## config.mk

```make
export PLATFORM = sky130hd
export DESIGN_NAME = afr_flag_regs
export DESIGN_NICKNAME = d
export VERILOG_FILES = /design/src/afr_pkg.sv /design/src/afr_flag_regs.sv /design/src/afr_ch3_cmp.sv /design/src/afr_trip_flag.sv
export SDC_FILE = /design/constraint.sdc
export NUM_CORES = 1
export LEC_CHECK = 0
export BUFFER_PORTS_ARGS = -buffer_cell sky130_fd_sc_hd__buf_2
export CORE_MARGIN = 5
export CORE_UTILIZATION = 39
export DETAILED_ROUTE_END_ITERATION = 10
export PLACE_DENSITY = 0.83
export SLEW_MARGIN = 0
export SYNTH_ARGS = -nofsm -noshare
export SYNTH_HDL_FRONTEND = slang
export SYNTH_SLANG_ARGS = --single-unit
export TNS_END_PERCENT = 50
```

## constraint.sdc

```tcl
create_clock -name clk -period 1.3 [get_ports clk]
set_input_delay 0.065 -clock clk [delete_from_list [all_inputs] [get_ports clk]]
set_output_delay 0.065 -clock clk [all_outputs]
set_load 0.02 [all_outputs]
```

## src/afr_pkg.sv

```systemverilog
// Purpose: Shared constants for the alarm and fast-trip flag register block
// Assumes: Byte-wide register port fed by the serial interface logic
// Notes:   Offsets, bit positions and reset values live here only

package afr_pkg;

  // Register offsets on the byte port
  localparam logic [7:0] ADDR_CH3_FLAGS = 8'h71;
  localparam logic [7:0] ADDR_RSVD      = 8'h72;
  localparam logic [7:0] ADDR_TRIP      = 8'h73;

  // Measurement and limit width of the third monitor channel
  localparam int MEAS_W = 16;

  // Bit positions in the channel-3 flag byte
  localparam int CH3_HI_BIT  = 7;
  localparam int CH3_LO_BIT  = 6;
  localparam int SUMMARY_BIT = 0;

  // Fast-trip flag byte layout
  localparam int TRIP_W         = 5;
  localparam int TRIP_BIAS_WARN = 4;
  localparam int TRIP_BIAS_ALM  = 3;
  localparam int TRIP_SIG_LOSS  = 2;
  localparam int TRIP_LOW_TXP   = 1;
  localparam int TRIP_HIGH_TXP  = 0;

  // Interrupt source vector: four flag bytes, one mask byte each
  localparam int FLAG_W = 32;

  // Value of the mask-select bit that picks the alternative table
  localparam logic MASK_SEL_ALT = 1'b1;

  // Values after reset
  localparam logic [TRIP_W-1:0] TRIP_RESET = 5'h00;
  localparam logic              FLAG_RESET = 1'b0;
  localparam logic [7:0]        BYTE_RESET = 8'h00;
  localparam logic [7:0]        BYTE_ZERO  = 8'h00;

endpackage

```

## src/afr_flag_regs.sv

```systemverilog
// Purpose: Channel-3 alarm byte, reserved byte and fast-trip flag byte
// Assumes: Byte register port driven by the serial interface on clk
// Notes:   Read data is registered; answers one cycle after the strobe
//
// Summary of operation
// - Channel-3 high alarm bit 7 is 1 when measurement exceeds high limit.
// - Channel-3 low alarm bit 6 is 1 when measurement is below low limit.
// - Channel-3 flag byte is volatile and meaningless before first conversion.
// - Summary bit 0 and output pin are OR of all unmasked flags.
// - Mask bytes come from one of two tables chosen by mask-select bit.
// - All mask bytes set to suppress forces the summary to zero.
// - Fast-trip flag byte powers up as zero, held in volatile storage.
// - Latched fast-trip flags hold until host writes zero to that bit.
// - Upper three bits of the fast-trip byte always read zero.
// - Bias warning trip flag is 1 above warning limit, else 0.
// - Bias alarm trip flag is 1 above alarm limit, else 0.
// - Signal-loss trip flag is 1 below its limit, else 0.
// - Low transmit power trip flag is 1 below its limit, else 0.
// - High transmit power trip flag is 1 above its limit, else 0.

`timescale 1ns/1ns

module afr_flag_regs (
  // Clock and reset
  input  wire logic                              clk,
  input  wire logic                              reset,
  // Byte register port
  input  wire logic [7:0]                        reg_addr,
  input  wire logic                              reg_wr_en,
  input  wire logic [7:0]                        reg_wr_data,
  input  wire logic                              reg_rd_en,
  output logic      [7:0]                        reg_rd_data,
  output logic                                   reg_rd_valid,
  // Third monitor channel conversion
  input  wire logic                              ch3_result_valid,
  input  wire logic [afr_pkg::MEAS_W-1:0]        ch3_result,
  input  wire logic [afr_pkg::MEAS_W-1:0]        ch3_high_limit,
  input  wire logic [afr_pkg::MEAS_W-1:0]        ch3_low_limit,
  // Other alarm and warning flag bytes
  input  wire logic [7:0]                        alarm_flags_main,
  input  wire logic [7:0]                        warning_flags_main,
  input  wire logic [7:0]                        warning_flags_ch3,
  // Mask tables and selection
  input  wire logic [afr_pkg::FLAG_W-1:0]        mask_table_prim,
  input  wire logic [afr_pkg::FLAG_W-1:0]        mask_table_alt,
  input  wire logic                              mask_select,
  // Fast-trip comparators
  input  wire logic [afr_pkg::TRIP_W-1:0]        trip_cmp_raw,
  input  wire logic                              trip_latch_en,
  // Flag outputs
  output logic                                   masked_interrupt_summary,
  output logic                                   ch3_high_alarm_flag,
  output logic                                   ch3_low_alarm_flag,
  output logic                                   ch3_converted,
  output logic      [afr_pkg::TRIP_W-1:0]        trip_flags
);

  // Channel-3 comparison values
  logic ch3_high_next;
  logic ch3_low_next;

  // Fast-trip flags and their next values
  logic [afr_pkg::TRIP_W-1:0] trip_next;
  logic [afr_pkg::TRIP_W-1:0] trip_clear;

  // Summary and read path
  logic                       summary_reg;
  logic                       summary_next;
  logic [7:0]                 rd_data_reg;
  logic                       rd_valid_reg;

  // Address decode
  wire                        hit_ch3  = (reg_addr == afr_pkg::ADDR_CH3_FLAGS);
  wire                        hit_rsvd = (reg_addr == afr_pkg::ADDR_RSVD);
  wire                        hit_trip = (reg_addr == afr_pkg::ADDR_TRIP);
  wire                        wr_trip  = reg_wr_en && hit_trip;

  // Channel-3 alarm comparator
  afr_ch3_cmp u_ch3 (
    .clk           (clk),
    .reset         (reset),
    .result_valid  (ch3_result_valid),
    .result        (ch3_result),
    .high_limit    (ch3_high_limit),
    .low_limit     (ch3_low_limit),
    .high_next     (ch3_high_next),
    .low_next      (ch3_low_next),
    .high_reg      (ch3_high_alarm_flag),
    .low_reg       (ch3_low_alarm_flag),
    .converted_reg (ch3_converted)
  );

  // Fast-trip flags, one per comparator; a written zero clears a latched bit
  genvar gi;
  generate
    for (gi = 0; gi < afr_pkg::TRIP_W; gi++) begin : g_trip
      assign trip_clear[gi] = wr_trip && !reg_wr_data[gi];
      afr_trip_flag u_trip (
        .clk       (clk),
        .reset     (reset),
        .cmp_raw   (trip_cmp_raw[gi]),
        .latch_en  (trip_latch_en),
        .clear     (trip_clear[gi]),
        .flag_next (trip_next[gi]),
        .flag_reg  (trip_flags[gi])
      );
    end
  endgenerate

  // Active mask table picked by the select bit
  wire [afr_pkg::FLAG_W-1:0] active_mask =
    (mask_select == afr_pkg::MASK_SEL_ALT) ? mask_table_alt : mask_table_prim;

  // Channel-3 byte as an interrupt source; bit 0 is the summary itself, not a source
  wire [7:0] ch3_src_next = {ch3_high_next, ch3_low_next, 6'h00};

  // Sources ordered like the mask bytes: main alarm, ch3 alarm, main warning, ch3 warning
  wire [afr_pkg::FLAG_W-1:0] flag_vec_next =
    {alarm_flags_main, ch3_src_next, warning_flags_main, warning_flags_ch3};

  // Summary from next flag values so it lands with the flags; mask bit 1 suppresses
  assign summary_next = |(flag_vec_next & ~active_mask);

  // Read bytes; unused positions forced to zero
  wire [7:0] ch3_byte  = {ch3_high_alarm_flag, ch3_low_alarm_flag, 5'h00, summary_reg};
  wire [7:0] trip_byte = {3'h0, trip_flags};
  wire [7:0] rd_mux    = hit_ch3  ? ch3_byte  :
                         hit_trip ? trip_byte :
                         afr_pkg::BYTE_ZERO;

  // Summary flop; writes to ch3 or reserved bytes have no effect
  always_ff @(posedge clk or posedge reset) begin
    if (reset) begin
      summary_reg <= afr_pkg::FLAG_RESET;
    end else begin
      summary_reg <= summary_next;
    end
  end

  // Read data held until the next read strobe
  always_ff @(posedge clk or posedge reset) begin
    if (reset) begin
      rd_data_reg  <= afr_pkg::BYTE_RESET;
      rd_valid_reg <= 1'b0;
    end else begin
      rd_valid_reg <= reg_rd_en;
      if (reg_rd_en) begin
        rd_data_reg <= rd_mux;
      end
    end
  end

  assign masked_interrupt_summary = summary_reg;
  assign reg_rd_data              = rd_data_reg;
  assign reg_rd_valid             = rd_valid_reg;

  // Helper: pending unmasked source seen by the summary
  wire pending = summary_next;

  summary_src_a: assert property (@(posedge clk) disable iff (reset)
    1'b1 |=> (masked_interrupt_summary == $past(pending)))
    else $error("summary output does not match unmasked flags");

  summary_mask_a: assert property (@(posedge clk) disable iff (reset)
    (&active_mask) |=> !masked_interrupt_summary)
    else $error("summary raised with every mask set");

  mask_sel_a: assert property (@(posedge clk) disable iff (reset)
    (mask_select && (&mask_table_alt)) |=> !masked_interrupt_summary)
    else $error("alternative mask table not applied");

  prim_sel_a: assert property (@(posedge clk) disable iff (reset)
    (!mask_select && (&mask_table_prim)) |=> !masked_interrupt_summary)
    else $error("primary mask table not applied");

  summary_now_a: assert property (@(posedge clk) disable iff (reset)
    (ch3_result_valid && (ch3_result > ch3_high_limit) && !active_mask[23])
      |=> (masked_interrupt_summary && ch3_high_alarm_flag))
    else $error("summary lags the alarm flag update");

  rsvd_read_a: assert property (@(posedge clk) disable iff (reset)
    (reg_rd_en && hit_rsvd) |=> (reg_rd_valid && (reg_rd_data == 8'h00)))
    else $error("reserved byte read not zero");

  ch3_rsvd_a: assert property (@(posedge clk) disable iff (reset)
    (reg_rd_en && hit_ch3) |=> (reg_rd_data[5:1] == 5'h00))
    else $error("reserved channel-3 bits read not zero");

  ch3_read_a: assert property (@(posedge clk) disable iff (reset)
    (reg_rd_en && hit_ch3) |=> (reg_rd_data[7] == $past(ch3_high_alarm_flag)
                               && reg_rd_data[6] == $past(ch3_low_alarm_flag)))
    else $error("channel-3 alarm bits read wrong");

  trip_upper_a: assert property (@(posedge clk) disable iff (reset)
    (reg_rd_en && hit_trip) |=> (reg_rd_data[7:5] == 3'h0
                                && reg_rd_data[4:0] == $past(trip_flags)))
    else $error("fast-trip byte read wrong");

  trip_path_a: assert property (@(posedge clk) disable iff (reset)
    (!trip_latch_en && trip_cmp_raw[afr_pkg::TRIP_BIAS_ALM]) [*4]
      |-> trip_flags[afr_pkg::TRIP_BIAS_ALM])
    else $error("bias alarm trip flag not set after synchroniser");

  sig_loss_path_a: assert property (@(posedge clk) disable iff (reset)
    (!trip_latch_en && !trip_cmp_raw[afr_pkg::TRIP_SIG_LOSS]) [*4]
      |-> !trip_flags[afr_pkg::TRIP_SIG_LOSS])
    else $error("signal-loss trip flag not cleared by comparator");

  // Unmapped offsets read zero; bit 0 of the channel-3 byte carries the summary
  unmapped_read_a: assert property (@(posedge clk) disable iff (reset)
    (reg_rd_en && !hit_ch3 && !hit_rsvd && !hit_trip) |=> (reg_rd_data == afr_pkg::BYTE_ZERO))
    else $error("unmapped offset read not zero");

  ch3_sum_read_a: assert property (@(posedge clk) disable iff (reset)
    (reg_rd_en && hit_ch3) |=> (reg_rd_data[afr_pkg::SUMMARY_BIT] == $past(masked_interrupt_summary)))
    else $error("channel-3 summary bit read wrong");

  // Read port: one answer per strobe, data held between reads so a slow host can re-sample
  rd_valid_a: assert property (@(posedge clk) disable iff (reset)
    reg_rd_en |=> reg_rd_valid)
    else $error("read strobe not answered");

  rd_idle_a: assert property (@(posedge clk) disable iff (reset)
    !reg_rd_en |=> !reg_rd_valid)
    else $error("read answer without a strobe");

  rd_hold_a: assert property (@(posedge clk) disable iff (reset)
    !reg_rd_en |=> $stable(reg_rd_data))
    else $error("read data moved without a strobe");

  // Writes land only in the fast-trip byte; everything else is dropped
  ch3_wr_ignore_a: assert property (@(posedge clk) disable iff (reset)
    (reg_wr_en && hit_ch3 && !ch3_result_valid) |=> ($stable(ch3_high_alarm_flag) && $stable(ch3_low_alarm_flag)))
    else $error("write to channel-3 byte moved an alarm flag");

  other_wr_ignore_a: assert property (@(posedge clk) disable iff (reset)
    (reg_wr_en && !hit_trip && trip_latch_en) |=> (($past(trip_flags) & ~trip_flags) == 5'h00))
    else $error("latched trip flag cleared by a write elsewhere");

  // A stored result marks the channel-3 byte as meaningful until the next reset
  converted_set_a: assert property (@(posedge clk) disable iff (reset)
    ch3_result_valid |=> ch3_converted)
    else $error("conversion marker not set by a stored result");

  converted_keep_a: assert property (@(posedge clk) disable iff (reset)
    ch3_converted |=> ch3_converted)
    else $error("conversion marker dropped");

  // Summary raised by any unmasked source, kept low when nothing is pending
  summary_raise_a: assert property (@(posedge clk) disable iff (reset)
    (|(alarm_flags_main & ~active_mask[31:24])) |=> masked_interrupt_summary)
    else $error("unmasked alarm did not raise the summary");

  warn_raise_a: assert property (@(posedge clk) disable iff (reset)
    ((|(warning_flags_main & ~active_mask[15:8])) || (|(warning_flags_ch3 & ~active_mask[7:0])))
      |=> masked_interrupt_summary)
    else $error("unmasked warning did not raise the summary");

  summary_quiet_a: assert property (@(posedge clk) disable iff (reset)
    (flag_vec_next == 32'h00000000) |=> !masked_interrupt_summary)
    else $error("summary raised with no pending source");

  low_now_a: assert property (@(posedge clk) disable iff (reset)
    (ch3_result_valid && (ch3_result < ch3_low_limit) && !active_mask[22])
      |=> (masked_interrupt_summary && ch3_low_alarm_flag))
    else $error("summary lags the low alarm flag update");

  ch3_high_keep_a: assert property (@(posedge clk) disable iff (reset)
    (!ch3_result_valid && ch3_high_alarm_flag && !active_mask[23])
      |=> masked_interrupt_summary)
    else $error("summary dropped while high alarm stands");

  ch3_low_keep_a: assert property (@(posedge clk) disable iff (reset)
    (!ch3_result_valid && ch3_low_alarm_flag && !active_mask[22])
      |=> masked_interrupt_summary)
    else $error("summary dropped while low alarm stands");

  // Per trip bit: follow or latch the synchronised comparator, clear on a written zero
  generate
    for (gi = 0; gi < afr_pkg::TRIP_W; gi++) begin : g_trip_chk
      trip_rise_a: assert property (@(posedge clk) disable iff (reset)
        (!trip_latch_en && trip_cmp_raw[gi]) [*4] |-> trip_flags[gi])
        else $error("unlatched trip flag not set by comparator");

      trip_fall_a: assert property (@(posedge clk) disable iff (reset)
        (!trip_latch_en && !trip_cmp_raw[gi]) [*4] |-> !trip_flags[gi])
        else $error("unlatched trip flag not cleared by comparator");

      trip_set_a: assert property (@(posedge clk) disable iff (reset)
        (trip_latch_en && trip_cmp_raw[gi]) [*4] |-> trip_flags[gi])
        else $error("latched trip flag not set by comparator");

      trip_wr_one_a: assert property (@(posedge clk) disable iff (reset)
        (trip_latch_en && wr_trip && reg_wr_data[gi] && trip_flags[gi]) |=> trip_flags[gi])
        else $error("written one cleared a latched trip flag");

      trip_wr_zero_a: assert property (@(posedge clk) disable iff (reset)
        (trip_latch_en && !trip_cmp_raw[gi]) [*3] ##0 (wr_trip && !reg_wr_data[gi]) |=> !trip_flags[gi])
        else $error("written zero did not clear an idle trip flag");
    end
  endgenerate

endmodule // afr_flag_regs

```

## src/afr_ch3_cmp.sv

```systemverilog
// Purpose: Third monitor channel high and low alarm comparison
// Assumes: Result, limits and valid strobe come from logic on clk
// Notes:   Flags only move when a new conversion result is stored

`timescale 1ns/1ns

module afr_ch3_cmp (
  // Clock and reset
  input  wire logic                       clk,
  input  wire logic                       reset,
  // Conversion result and limits
  input  wire logic                       result_valid,
  input  wire logic [afr_pkg::MEAS_W-1:0] result,
  input  wire logic [afr_pkg::MEAS_W-1:0] high_limit,
  input  wire logic [afr_pkg::MEAS_W-1:0] low_limit,
  // Flag values
  output logic                            high_next,
  output logic                            low_next,
  output logic                            high_reg,
  output logic                            low_reg,
  output logic                            converted_reg
);

  // New values on a stored result, else hold
  assign high_next = result_valid ? (result > high_limit) : high_reg;
  assign low_next  = result_valid ? (result < low_limit) : low_reg;

  // Flags are plain volatile flops
  always_ff @(posedge clk or posedge reset) begin
    if (reset) begin
      high_reg      <= afr_pkg::FLAG_RESET;
      low_reg       <= afr_pkg::FLAG_RESET;
      converted_reg <= afr_pkg::FLAG_RESET;
    end else begin
      high_reg      <= high_next;
      low_reg       <= low_next;
      converted_reg <= converted_reg | result_valid;
    end
  end

  hi_cmp_a: assert property (@(posedge clk) disable iff (reset)
    result_valid |=> (high_reg == $past(result > high_limit)))
    else $error("high alarm flag does not match comparison");

  lo_cmp_a: assert property (@(posedge clk) disable iff (reset)
    result_valid |=> (low_reg == $past(result < low_limit)))
    else $error("low alarm flag does not match comparison");

  flag_hold_a: assert property (@(posedge clk) disable iff (reset)
    !result_valid |=> ($stable(high_reg) && $stable(low_reg)))
    else $error("alarm flag moved without a new result");

endmodule // afr_ch3_cmp

```

## src/afr_trip_flag.sv

```systemverilog
// Purpose: One fast-trip flag with synchroniser and optional latch
// Assumes: Comparator output is asynchronous to clk
// Notes:   A comparator set beats a software clear in the same cycle

`timescale 1ns/1ns

module afr_trip_flag (
  // Clock and reset
  input  wire logic clk,
  input  wire logic reset,
  // Comparator and control
  input  wire logic cmp_raw,
  input  wire logic latch_en,
  input  wire logic clear,
  // Flag
  output logic      flag_next,
  output logic      flag_reg
);

  logic sync1_reg;
  logic sync2_reg;

  // Latched: set wins over clear; transparent: follow comparator
  assign flag_next = latch_en ? (sync2_reg | (flag_reg & ~clear)) : sync2_reg;

  // Two-stage synchroniser then the flag itself
  always_ff @(posedge clk or posedge reset) begin
    if (reset) begin
      sync1_reg <= afr_pkg::FLAG_RESET;
      sync2_reg <= afr_pkg::FLAG_RESET;
      flag_reg  <= afr_pkg::FLAG_RESET;
    end else begin
      sync1_reg <= cmp_raw;
      sync2_reg <= sync1_reg;
      flag_reg  <= flag_next;
    end
  end

  trip_follow_a: assert property (@(posedge clk) disable iff (reset)
    !latch_en |=> (flag_reg == $past(sync2_reg)))
    else $error("unlatched trip flag does not follow comparator");

  trip_latch_a: assert property (@(posedge clk) disable iff (reset)
    (latch_en && flag_reg && !clear) |=> flag_reg)
    else $error("latched trip flag dropped without a clear");

  trip_clear_a: assert property (@(posedge clk) disable iff (reset)
    (latch_en && clear && !sync2_reg) |=> !flag_reg)
    else $error("latched trip flag not cleared by write of zero");

endmodule // afr_trip_flag

```

# After elaboration in Yosys (flattened, before gate mapping)
# Cells that the tools add are included.
[classes]
n_reduce_logical = 12
muxes = 10
n_bitwise = 18
n_eq_ne = 2
order_cmp = 2
[ops]
columns = ["op", "count"]
rows = [
  ["32-bit AND", 1],
  ["32-bit two-way mux", 1],
  ["32-bit NOT", 1],
  ["32-bit OR reduction", 1],
  ["8-bit by 7-bit == test with 1-bit output (second input constant)", 2],
  ["16-bit > comparator", 1],
  ["16-bit less-than comparator", 1],
  ["8-bit two-way mux", 1],
  ["1-bit two-way mux", 7],
  ["1-bit logical AND", 6],
  ["1-bit bitwise OR", 6],
  ["1-bit AND", 5],
  ["1-bit zero test", 5],
  ["5-bit two-way mux", 1],
  ["1-bit NOT", 5],
]
[word_totals]
word_cells = 65
ff_bits = 28
in_bits = 164
output_inout_bits = 18

# Logic depth before layout (Yosys ltp)
[depth]
word_depth = 7
depth_mapped = 8

# Hierarchy
# Synthesis repeated with hierarchy kept, for this count alone.
[unflattened]
cells_unflattened = 244
hier_area_um2 = 2194.6
[by_module_without_submodules]
columns = ["mod", "area_each_um2", "cells_per_inst", "n_inst"]
rows = [
  ["afr_ch3_cmp", 904.6, 122, 1],
  ["afr_flag_regs", 833.3, 92, 1],
  ["afr_trip_flag", 91.3, 6, 5],
]

# Least setup slack after synthesis
# No wires, ideal clock.
[synth_path]
kind = "input to register"
from = "input ch3_high_limit[14] (netlist bit)"
to = "register summary_reg (netlist: masked_interrupt_summary)"
arrival_ns = 1.501
stages = 8
path_slack_ns = -0.328
n_path_buf = 0
required_time_ns = 1.173
cell_sequence = "inv_1 ha_1 nand4_2 or4_4 o32ai_2 a31oi_2 nand2_1 nand3_1"
[synth_between]
elab_chain_len = 4
[synth_lines]
columns = ["element", "line", "text"]
rows = [
  ["start, declared", "afr_flag_regs.sv:37", "input wire logic [afr_pkg::MEAS_W-1:0] ch3_high_limit,"],
  ["16-bit > comparator", "afr_ch3_cmp.sv:25", "assign high_next = result_valid ? (result > high_limit) : high_reg;"],
  ["1-bit two-way mux", "afr_ch3_cmp.sv:25", ""],
  ["via ch3_high_next", "afr_flag_regs.sv:59", "logic ch3_high_next;"],
  ["32-bit AND", "afr_flag_regs.sv:122", "assign summary_next = |(flag_vec_next & ~active_mask);"],
  ["32-bit OR reduction", "afr_flag_regs.sv:122", ""],
  ["via pending", "afr_flag_regs.sv:158", "wire pending = summary_next;"],
  ["end signal, assigned", "afr_flag_regs.sv:134", "summary_reg <= afr_pkg::FLAG_RESET;"],
  ["end signal, assigned", "afr_flag_regs.sv:136", "summary_reg <= summary_next;"],
  ["end, declared", "afr_flag_regs.sv:67", "logic summary_reg;"],
]
# The timed path passes the listed nets, and every way through them passes these cells.
# A chain may end at the register's enable or synchronous reset.

# Worst setup path in the final report
[layout_path]
from = "input ch3_high_limit[10] (netlist bit)"
to = "register summary_reg (netlist: masked_interrupt_summary)"
# Same word-level chain as after synthesis.

==> reports/results.tsv <==
metric	value	unit
outcome	finished, violations left	
failing checks	negative setup slack	
hold depth	1	
DIE AREA	0.00723	mm²
number of synthesized flops with an enable pin	0	
FF-to-FF setup slack	0.11	ns
clock latency on the worst-skew pair	0.27	ns
synth cell count leaders	inv_1 (42), ha_1 (31), dfrtp_1 (27), mux2i_1 (26), a21oi_1 (13)	
number of DRC violations after detailed-routing iteration 0	32	
setup_tns	-0.116	ns
Slowest-stage cell, CP	or4_4	
R2R depth	4	
IO Pins	182	
initial antenna violation count	0	
die width	85.0	µm
Post-Synthesis Cells	238	
minimum clock period	1.42	ns
Post-CTS Setup Inserts	0	
grt ovf	0	
DPL Wire Length	6.43	mm
Hold WS	0.0451	ns
HP Class	in -> reg	
DR pass1 iterations	4	
FF-to-FF Start	u_ch3.low_reg$_DFF_PP0_	
buffer and inverter count on the worst path	2	
Synth Cell Area	0.00220	mm²
routability cong.	0.845	
RSZ-0062 raised after global routing	yes	
htree depth	1	
final-report hold violation count	0	
critical path cell sequence	buf_8 -> inv_12 -> ha_4 -> nand4_1 -> or4_4 -> o32ai_4 -> a31oi_2 -> nand2_1 -> nand3_1	
vias in the first global route	2643	
Initial Utilization	0.401	
DR vias	2398	
first-pass GRT wire length	11.6	mm
Comb power frac	0.380	
Util after Layout	0.647	
post-synthesis sequential area ratio	0.308	
Rows	27	
Yosys warnings	0	
net switching power figure	648	µW
critical path class	in -> reg	
clock network power share	0.212	
area grow syn2layout	61.2	%
Slew Viols, Final	0	
post-synthesis net count	433	
Yosys top cell area share	0.308	
layout cells sized above 1	0.499	
fin nets	621	
max reg flops	7	
Avg Inst Size Synth	9.23	µm²
IO buf count	165	
sink of the worst hold path	reg_rd_valid$_DFF_PP0_	
via/cell ratio	4.82	
Distinct cells, synth	40	
WP data arrival	1.56	ns
Clock Pin Slew Worst Setup and Hold Paths	0.09	ns
Power per Cell Area	622	mW/mm²
CP delay by family, top	simple AND/OR/NAND/NOR gates	
dominant cell type by area after synthesis	dfrtp_1	
largest net degree at the start of global routing	28	
Synth Flop Type	dfrtp_1	
routed len/inst	14.5	µm
Worst Clk Skew	0.00108	ns
DRC viols	0	
sequential power share	0.408	
fin crit share	1.09	
total core area	0.00547	mm²
Switching Share	0.294	
post-synthesis register bit count	27	
max_cap viols	0	
Async SR Flop Fraction	1.00	
HP Start	reg_rd_en	
Final ANT Viol Nets	0	
final setup fails	1	
WL final	7.20	mm
Tot GR Track Use	0.194	
synth top area cells	dfrtp_1 (31%), ha_1 (18%), mux2i_1 (12%)	
n_diodes	0	
final worst slack	-0.116	ns
crit-path max FO	2	
CTS sink count	27	
leak pwr	1.94	nW
Worst Path Required	1.44	ns
maximum clock path buffer count	2	
Crit. End Element	flip-flop	
Cell Int Power	1.55	mW
Filler Cell Count	464	
CTS tree	done	
Root Buffer	clkbuf_8	
Setup crit start kind	input pin	
CP max stage delay	0.53	ns
Reg-to-Reg End	masked_interrupt_summary$_DFF_PP0_	
fmax	706	MHz
Die Height	85.0	µm
count leader, synth	inv_1	
Num CTS Buffers	3	
maximum resistive drop on vdd	432	µV
-- layout make-up --
type,count,area (µm²),share of cell area
clock inverters,1,5.00,0.00141
multi-input cells,159,1420,0.401
inverters,42,178,0.0502
well taps,72,90.1,0.0255
repair buffers,193,1130,0.319
flip-flops and latches,27,676,0.191
clock buffers,3,41.3,0.0117
-- cells in the final DEF (no fill, tap or decap), types with 4 or more instances in the layout --
master,netlist,layout
mux2i_1,26,26
dlygate4sd3_1,0,6
nand2_1,11,11
nand2b_1,7,7
a21oi_1,13,13
o21ai_1,7,7
inv_1,42,38
nand3_1,12,12
buf_4,7,20
nor2_1,4,4
ha_1,31,22
ha_4,0,9
dfrtp_1,27,27
a22oi_1,9,9
nand4_1,4,4
buf_6,1,7
buf_2,1,157
o211ai_1,5,5
-- worst register-to-register path, stage by stage, from the launching register on --
cell and delay, ns:
dfrtp_1 0.41, a32oi_1 0.20, nand4_1 0.11, nor3_1 0.23, nand3_1 0.13
-- how the worst max path moves through the flow --
stage,start,end,cells past startpoint
global placement,ch3_high_limit[10],masked_interrupt_summary$_DFF_PP0_,9
detailed placement,ch3_high_limit[10],masked_interrupt_summary$_DFF_PP0_,9
floorplan,ch3_high_limit[10],masked_interrupt_summary$_DFF_PP0_,8
CTS,ch3_result[11],masked_interrupt_summary$_DFF_PP0_,8
finish,ch3_high_limit[10],masked_interrupt_summary$_DFF_PP0_,9
global route,ch3_high_limit[10],masked_interrupt_summary$_DFF_PP0_,9
-- power by group through the flow --
stage	clock [mW]	sequential (mW)	combinational [mW]
floorplan	0	0.923	0.372
global placement	0	0.913	0.754
detailed placement	0	0.914	0.788
CTS	0.471	0.897	0.823
global route	0.510	0.903	0.937
finish	0.466	0.898	0.837
-- cells by family after synthesis --
logic type / count (synthesis) / synth area share
and+or+nand+nor: 49 / 0.128
DFF: 27 / 0.308
other: 1 / 0.00171
muxes: 27 / 0.124
adders and majority gates: 31 / 0.177
AOI/OAI and AO/OA: 51 / 0.158
buffers and inverters: 52 / 0.105
-- metrics by stage --
stage | total power, mW | worst slack [ns] | area [µm²] | cells
after floorplan | 1.29 | -0.170 | 2280 | 238
after global routing | 2.35 | -0.167 | 3540 | 497
after detailed placement | 1.70 | -0.507 | 3310 | 487
after global placement | 1.67 | -0.420 | 3310 | 487
final | 2.20 | -0.116 | 3540 | 497
after CTS | 2.19 | -0.146 | 3470 | 497
-- layer usage --
| layer | GRT usage | share of wire | vias to the layer above |
|---|---|---|---|
| met3 | 0.0301 | 0.083 | 14 |
| li1 | - | - | 1209 |
| met4 | 0.0532 | 0.019 | 0 |
| met2 | 0.374 | 0.53 | 120 |
| met5 | 0 | 0 | - |
| met1 | 0.218 | 0.37 | 1055 |
-- timing repair --
action,CTS,global route
endpoints found under the hold margin,32,0
gates resized for setup,13,7
setup endpoints to repair,3,3
hold buffers,6,0
pin swaps,0,2
Power figures use the tool's default switching activity.
